File: config.mk
export PLATFORM = sky130hd
export DESIGN_NAME = sub_swap_alu
export DESIGN_NICKNAME = d
export VERILOG_FILES = /design/src/design/sub_swap_pkg.sv /design/src/design/sub_swap_alu.sv
export SDC_FILE = /design/constraint.sdc
export NUM_CORES = 1
export LEC_CHECK = 0
export ABC_AREA = 1
export BUFFER_PORTS_ARGS = -buffer_cell sky130_fd_sc_hd__buf_2
export CAP_MARGIN = 10
export CORE_MARGIN = 2
export CORE_UTILIZATION = 49
export DETAILED_ROUTE_END_ITERATION = 12
export MAX_ROUTING_LAYER = met4
export PLACE_DENSITY = 0.82
export SLEW_MARGIN = 20
export SYNTH_ARGS = -nofsm -noshare
export SYNTH_HDL_FRONTEND = slang
export SYNTH_SLANG_ARGS = --single-unit
export TNS_END_PERCENT = 100
File: constraint.sdc
create_clock -name ref_clk -period 2.7 [get_ports ref_clk]
set_input_delay 0.135 -clock ref_clk [delete_from_list [all_inputs] [get_ports ref_clk]]
set_output_delay 0.135 -clock ref_clk [all_outputs]
set_load 0.05 [all_outputs]
File: src/design/sub_swap_pkg.sv
// Purpose: Shared constants and types for the subtract and nibble-swap datapath.
// Assumes: One instruction issued per cycle by the decoder, file data read combinationally.
// Notes: Carry follows the borrow-inverted convention: carry set means no borrow.
package sub_swap_pkg;
  localparam int DATA_W = 8;
  localparam int ADDR_W = 6;
  localparam int NIB_W = 4;
  localparam logic [7:0] ACC_RESET = 8'h00;
  localparam logic DEST_ACC = 1'b0;
  localparam logic DEST_FILE = 1'b1;

  // Operation select from the decoder
  typedef enum logic [3:0] {
    OP_NONE = 4'h1,
    OP_SBC = 4'h2,
    OP_SUB = 4'h4,
    OP_SUBI = 4'h8
  } op_e;

  // One issued instruction
  typedef struct packed {
    logic valid;
    logic [3:0] op;
    logic swap;
    logic dest;
    logic [5:0] addr;
    logic [7:0] literal;
  } instr_s;

  // Status flags
  typedef struct packed {
    logic carry;
    logic digit_carry_flag;
    logic zero;
  } flags_s;
endpackage

File: src/design/sub_swap_alu.sv
// Purpose: Accumulator datapath for subtract, subtract-with-carry, immediate subtract and swap.
// Assumes: file_rdata is the content of instr.addr in the same cycle; one clock ref_clk.
// Notes: File writes are a registered strobe; the register file commits them on the next edge.
`timescale 1ns/1ns
module sub_swap_alu (
  input wire logic ref_clk, // Core instruction clock
  input wire logic nrst, // Asynchronous reset, active low
  input wire sub_swap_pkg::instr_s instr, // Instruction from decoder
  input wire logic [sub_swap_pkg::DATA_W-1:0] file_rdata, // Addressed file register data
  output logic [sub_swap_pkg::DATA_W-1:0] accumulator, // Accumulator value
  output sub_swap_pkg::flags_s flags, // Carry, digit carry, zero
  output logic file_we, // File register write strobe
  output logic [sub_swap_pkg::ADDR_W-1:0] file_waddr, // File register write address
  output logic [sub_swap_pkg::DATA_W-1:0] file_wdata, // File register write data
  output logic done // One-cycle completion pulse
);
  import sub_swap_pkg::*;

  logic [DATA_W-1:0] acc_q;
  flags_s flags_q;
  logic we_q;
  logic [ADDR_W-1:0] waddr_q;
  logic [DATA_W-1:0] wdata_q;
  logic done_q;

  logic [DATA_W-1:0] minuend;
  logic cin;
  logic [DATA_W:0] sum;
  logic [NIB_W:0] low_sum;
  logic [DATA_W-1:0] result;
  logic arith;
  logic to_file;

  // Minuend plus inverted accumulator plus carry-in gives the difference; carry out = no borrow
  always_comb begin
    minuend = file_rdata;
    cin = 1'b1;
    arith = instr.valid && !instr.swap && (instr.op != OP_NONE);
    unique case (instr.op)
      OP_SBC: cin = flags_q.carry;
      OP_SUB: cin = 1'b1;
      OP_SUBI: minuend = instr.literal;
      default: cin = 1'b1;
    endcase
    sum = {1'b0, minuend} + {1'b0, ~acc_q} + {8'h00, cin};
    low_sum = {1'b0, minuend[NIB_W-1:0]} + {1'b0, ~acc_q[NIB_W-1:0]} + {4'h0, cin};
    if (instr.swap) begin
      result = {file_rdata[NIB_W-1:0], file_rdata[DATA_W-1:NIB_W]};
    end else begin
      result = sum[DATA_W-1:0];
    end
    // Immediate form always targets the accumulator
    to_file = instr.valid && (instr.swap || instr.op != OP_SUBI) && instr.dest == DEST_FILE
      && (instr.swap || arith);
  end

  // Accumulator update; swap counts as an op even with op field idle
  always_ff @(posedge ref_clk or negedge nrst) begin
    if (!nrst) begin
      acc_q <= ACC_RESET;
    end else if ((arith || (instr.valid && instr.swap)) && !to_file) begin
      acc_q <= result;
    end
  end

  // Flags change only for the subtract family; swap leaves them alone
  always_ff @(posedge ref_clk or negedge nrst) begin
    if (!nrst) begin
      flags_q <= '0;
    end else if (arith) begin
      flags_q.carry <= sum[DATA_W];
      flags_q.digit_carry_flag <= low_sum[NIB_W];
      flags_q.zero <= (result == 8'h00);
    end
  end

  // File write-back strobe, held one cycle
  always_ff @(posedge ref_clk or negedge nrst) begin
    if (!nrst) begin
      we_q <= 1'b0;
      waddr_q <= '0;
      wdata_q <= '0;
      done_q <= 1'b0;
    end else begin
      we_q <= to_file;
      waddr_q <= instr.addr;
      wdata_q <= result;
      done_q <= arith || (instr.valid && instr.swap);
    end
  end

  assign accumulator = acc_q;
  assign flags = flags_q;
  assign file_we = we_q;
  assign file_waddr = waddr_q;
  assign file_wdata = wdata_q;
  assign done = done_q;

  // Swap must not touch flags
  swap_flags_a: assert property (@(posedge ref_clk) disable iff (!nrst)
    instr.valid && instr.swap && !arith |=> flags == $past(flags))
    else $error("flags changed on swap");
  // Immediate subtract lands in accumulator, never file
  subi_dest_a: assert property (@(posedge ref_clk) disable iff (!nrst)
    instr.valid && !instr.swap && instr.op == OP_SUBI
    |=> accumulator == $past(instr.literal) - $past(accumulator) && !file_we)
    else $error("immediate subtract wrong");
  // Subtract result and zero flag
  sub_result_a: assert property (@(posedge ref_clk) disable iff (!nrst)
    instr.valid && !instr.swap && instr.op == OP_SUB && instr.dest == DEST_ACC
    |=> accumulator == $past(file_rdata) - $past(accumulator)
    && flags.zero == (accumulator == 8'h00))
    else $error("subtract result wrong");
  // Subtract with carry borrows when carry clear
  sbc_result_a: assert property (@(posedge ref_clk) disable iff (!nrst)
    instr.valid && !instr.swap && instr.op == OP_SBC && instr.dest == DEST_FILE
    |=> file_we && file_wdata == 8'($past(file_rdata) - $past(accumulator)
    - {7'h00, !$past(flags.carry)}))
    else $error("subtract with carry wrong");
  // Swap file write-back on destination one
  file_dest_a: assert property (@(posedge ref_clk) disable iff (!nrst)
    instr.valid && instr.swap && instr.dest == DEST_FILE
    |=> file_we && file_waddr == $past(instr.addr) && accumulator == $past(accumulator))
    else $error("file write-back missing");
  // Swap result
  swap_data_a: assert property (@(posedge ref_clk) disable iff (!nrst)
    instr.valid && instr.swap && instr.dest == DEST_ACC
    |=> accumulator == {$past(file_rdata[3:0]), $past(file_rdata[7:4])})
    else $error("swap data wrong");
  // Completion in one cycle
  one_cycle_a: assert property (@(posedge ref_clk) disable iff (!nrst)
    instr.valid && (instr.swap || instr.op != OP_NONE) |=> done)
    else $error("operation not done in one cycle");
  // Idle keeps state
  idle_hold_a: assert property (@(posedge ref_clk) disable iff (!nrst)
    !instr.valid |=> !file_we && !done && $stable(accumulator))
    else $error("state moved while idle");

  // Subtract carry means no borrow: set when the file operand is not below the accumulator
  sub_carry_a: assert property (@(posedge ref_clk) disable iff (!nrst)
    instr.valid && !instr.swap && instr.op == OP_SUB
    |=> flags.carry == ($past(file_rdata) >= $past(accumulator)))
    else $error("subtract carry wrong");

  // Subtract digit carry follows the low nibble borrow
  sub_dc_a: assert property (@(posedge ref_clk) disable iff (!nrst)
    instr.valid && !instr.swap && instr.op == OP_SUB
    |=> flags.digit_carry_flag == ($past(file_rdata[3:0]) >= $past(accumulator[3:0])))
    else $error("subtract digit carry wrong");

  // Subtract to the file leaves the accumulator and writes the difference back
  sub_file_a: assert property (@(posedge ref_clk) disable iff (!nrst)
    instr.valid && !instr.swap && instr.op == OP_SUB && instr.dest == DEST_FILE
    |=> file_we && file_waddr == $past(instr.addr) && accumulator == $past(accumulator)
    && file_wdata == $past(file_rdata) - $past(accumulator))
    else $error("subtract write-back wrong");

  // Immediate subtract carry and zero come from literal against accumulator
  subi_flags_a: assert property (@(posedge ref_clk) disable iff (!nrst)
    instr.valid && !instr.swap && instr.op == OP_SUBI
    |=> flags.carry == ($past(instr.literal) >= $past(accumulator))
    && flags.zero == ($past(instr.literal) == $past(accumulator)))
    else $error("immediate subtract flags wrong");

  // Immediate subtract digit carry from the low nibbles
  subi_dc_a: assert property (@(posedge ref_clk) disable iff (!nrst)
    instr.valid && !instr.swap && instr.op == OP_SUBI
    |=> flags.digit_carry_flag == ($past(instr.literal[3:0]) >= $past(accumulator[3:0])))
    else $error("immediate digit carry wrong");

  // Subtract with carry into the accumulator, borrow taken when carry was clear
  sbc_acc_a: assert property (@(posedge ref_clk) disable iff (!nrst)
    instr.valid && !instr.swap && instr.op == OP_SBC && instr.dest == DEST_ACC
    |=> !file_we && accumulator == 8'($past(file_rdata) - $past(accumulator)
    - {7'h00, !$past(flags.carry)}))
    else $error("subtract with carry to accumulator wrong");

  // Subtract with carry: carry out set unless the chained borrow runs past zero
  sbc_carry_a: assert property (@(posedge ref_clk) disable iff (!nrst)
    instr.valid && !instr.swap && instr.op == OP_SBC
    |=> flags.carry == ({1'b0, $past(file_rdata)}
    >= {1'b0, $past(accumulator)} + {8'h00, !$past(flags.carry)}))
    else $error("subtract with carry flag wrong");

  // Subtract with carry zero flag tracks the full chained difference
  sbc_zero_a: assert property (@(posedge ref_clk) disable iff (!nrst)
    instr.valid && !instr.swap && instr.op == OP_SBC
    |=> flags.zero == (8'($past(file_rdata) - $past(accumulator)
    - {7'h00, !$past(flags.carry)}) == 8'h00))
    else $error("subtract with carry zero wrong");

  // Subtract with carry to the file must not move the accumulator
  sbc_file_a: assert property (@(posedge ref_clk) disable iff (!nrst)
    instr.valid && !instr.swap && instr.op == OP_SBC && instr.dest == DEST_FILE
    |=> accumulator == $past(accumulator) && file_waddr == $past(instr.addr))
    else $error("subtract with carry moved accumulator");

  // Swap back to the file carries the exchanged nibbles
  swap_file_a: assert property (@(posedge ref_clk) disable iff (!nrst)
    instr.valid && instr.swap && instr.dest == DEST_FILE
    |=> file_wdata == {$past(file_rdata[3:0]), $past(file_rdata[7:4])})
    else $error("swap write-back wrong");

  // Swap into the accumulator raises no file write
  swap_acc_a: assert property (@(posedge ref_clk) disable iff (!nrst)
    instr.valid && instr.swap && instr.dest == DEST_ACC |=> !file_we)
    else $error("swap to accumulator wrote file");

  // Valid with no operation and no swap is refused outright
  op_refused_a: assert property (@(posedge ref_clk) disable iff (!nrst)
    instr.valid && !instr.swap && instr.op == OP_NONE
    |=> !done && !file_we && $stable(accumulator) && $stable(flags))
    else $error("refused operation changed state");

  // Done is only ever the echo of an accepted instruction one cycle back
  done_echo_a: assert property (@(posedge ref_clk) disable iff (!nrst)
    done |-> $past(instr.valid))
    else $error("done without instruction");

  // A file write is always part of a completed operation
  write_done_a: assert property (@(posedge ref_clk) disable iff (!nrst)
    file_we |-> done)
    else $error("file write without done");

  // Immediate subtract ignores the destination bit even when it is one
  subi_nofile_a: assert property (@(posedge ref_clk) disable iff (!nrst)
    instr.valid && !instr.swap && instr.op == OP_SUBI && instr.dest == DEST_FILE
    |=> !file_we && done)
    else $error("immediate subtract wrote file");
endmodule

==> impl_metrics.ini <==
[placed_design]
pre_cts_ws_ps = 197
portBuffers = 57
post-dp-hpwl_um = 2980
place_congestion = 0.895

[cts]
cts.clk_slew.worst_paths_ps = 130
cts.sink_count = 27
post-cts-setup-buffer-count = 0
clkLatencyLatePin_ps = 330
cts.htree.levels = 1
cts_buffer_depth = 2
cts_buffers = 3
cts-root-buf = clkbuf_4
tritoncts = yes

[layout]
antenna_cells = 0
area_growth_pct = 26.0
seq_area_um2 = 676
drive_gt1_share_pct = 36.8
fill_cells = 269
multiInputGateArea_um2 = 757
final_core_util_pct = 65.0
finalNetCount = 294

[worst_setup_path]
crit_type = register to register
ff2ff_path_depth = 14
worst-path-buf-inv = 0
critPathMaxFanout = 3
crit_path_frequent_cell = nand2_1
rr_endpoint = flags[0]
rrSetupSlack_ps = 280
r2r-start = flags[2]
max_stage_delay_ps = 440
cp-startpoint = flags[2]
worstPathRequired_ps = 2940
start_kind = register
endpoint_kind = register
path_cells = nor3_1, nand2_1, fa_1, fa_1, nand2_1, nand2_1, nand3b_1, nand2_1, nand2_1, nand3_1, nand2_1, nor2_1, nand2_1, nand2_1
slowest_stage = fa_1
cp_data_arrival_time_ps = 2660
crit_family = simple AND/OR/NAND/NOR gates

[floorplan]
initial_core_util_pct = 51.5
io_pins = 58
dieArea_um2 = 3710
rows = 20
core_area_um2 = 3080
die_y_um = 60.9
die_x_um = 60.9

[pwr]
p_int_uw = 738
ir_drop_mv = 0.251
pwr-share-clk_pct = 12.4
pwr-share-comb_pct = 52.5
powerDensity_nw_per_um2 = 715
seq_power_share_pct = 35.1
finalPower_uw = 1430
switching_share_pct = 48.4
power.switching_uw = 691
leakage_uw = 0.00109

[sta]
slew_violations = 0
max_freq_mhz = 413
final.setup.tns_ps = 0
setup_violations = 0
rsz0062_at_grt = false
fin_crit_ps = 2420
clock_skew_ps = 7.40
whs_ps = 57.6
worst_pin_slew_ps = 562
fin_ws_ps = 279
timing.slew.headroom_pct = 62.5
final-hold-violation-count = 0
finalCritPeriodShare_pct = 89.7

[drt]
drc_errors = 0
dr.pass1.iters = 4
drtIter0Drc = 36
vias = 1481
routed_wl_um = 3740
viasPerCell = 4.99
wl_per_cell_um = 12.6
ant_nets = 0

[global_route]
grt_max_degree = 28
grt_use_met2_pct = 36.7
grt_pass1_wl_um = 5780
antenna_found_initial = 0
grt_usage_pct = 22.2
use_met3_pct = 2.13
gr-max-usage-layer = met2
met1_usage_pct = 26.9
first_global_vias = 1358
grt.overflow.total = 0

[logic_synthesis]
synth.avg_cell_area_um2 = 8.53
ys_seq_elements = 27
synth-seq-area-share_pct = 42.6
ys_top_cells_by_area = dfrtp_1 43%, nand2_1 12%, inv_1 6.4%, mux2_2 5.7%, ha_1 5.5%
syn-instance-count = 186
synth_top_area_share_pct = 42.6
synth_cell_types = 26
yosys_warnings = 0
synth_largest_area_cell = dfrtp_1
synth_nets = 226
netlist_area_um2 = 1590

[min_path]
hp-class = primary input to register
hold_start = instr[14]
hold_path_end = file_we
min_path_cells = 3

[flow_run]
maxCapViolations = 0

[run_status]
status = complete, no violations
[how the worst max path moves through the flow]
stage / to / cells after the start
floorplan: flags[0] / 14
global placement: flags[0] / 16
detailed placement: flags[0] / 16
CTS: flags[0] / 14
global route: flags[0] / 14
finish: flags[0] / 14
[registers in the layout (all words and copies together), names as in the netlist]
name,flops
file_waddr,6
file_wdata,8
file_we,1
accumulator,8
flags,3
done,1
[logic make-up after synthesis]
logic type	after synthesis	synth area share [%]
and+or+nand+nor	89	25.1
buffers and inverters	34	9.70
adders and majority gates	9	8.04
DFF	27	42.6
muxes	8	5.68
AOI/OAI and AO/OA	19	8.91
[metrics by stage]
stage	area [um^2]	cells
after floorplan	1590	186
final	2000	297
after CTS	2000	297
after detailed placement	1900	286
after global routing	2000	297
after global placement	1900	286
[worst min-delay path, delay by kind of cell]
family          cells  cell delay, ps
compound gates      1              80
buf+inv             1             100
simple gates        1              50
[metal layers]
layer / wire length, um / share of wire, %
met2: 1810 / 48
met5: 0 / 0
met3: 270 / 7.2
met4: 102 / 2.7
met1: 1570 / 42
[cell type report]
cell class / count / area share [%]
sequential: 27 / 33.8
multi-input combinational: 125 / 37.9
clock buffer: 4 / 1.31
inverter: 32 / 6.13
tap: 44 / 2.75
timing repair buffer: 65 / 18.1
[power by group through the flow]
stage,registers (uW),logic (uW),clock network [uW]
floorplan,755,313,0
global placement,507,725,0
detailed placement,511,735,0
CTS,502,746,178
global route,508,816,193
finish,502,750,177
[layout by cell type, fill, tap and decap left out, drive strengths merged, types with 7 or more instances in the layout]
cell type    synthesis  final
mux2                 8      8
nand2               55     55
nand3               15     15
dfrtp               27     27
buf                  2     58
inv                 32     32
dlygate4sd3          0      7
nor2                15     15
o21ai               13     13
ha                   7      7
[cell usage after synthesis]
cell / n
nand2_1: 50
dfrtp_1: 27
inv_1: 27
nand3_1: 13
nor2_1: 12
mux2_2: 8
ha_1: 7
o21ai_2: 7
nand2_2: 5
a21oi_1: 4
inv_2: 4
o21ai_0: 3
fa_1: 2
nand3_2: 2
nand4_1: 2
nor2_2: 2
o21ai_1: 2
a31oi_1: 1
buf_12: 1
buf_6: 1
inv_4: 1
nand3b_1: 1
nor2_4: 1
nor3_1: 1
o211ai_2: 1
o21ai_4: 1
[repair_timing]
| action | in CTS | in global routing |
|---|---|---|
| gates resized for setup | 0 | 0 |
| setup endpoints to repair | 0 | 0 |
| endpoints found under the hold margin | 33 | 0 |
| hold buffers | 7 | 0 |
(Power assumes the default switching activity.)
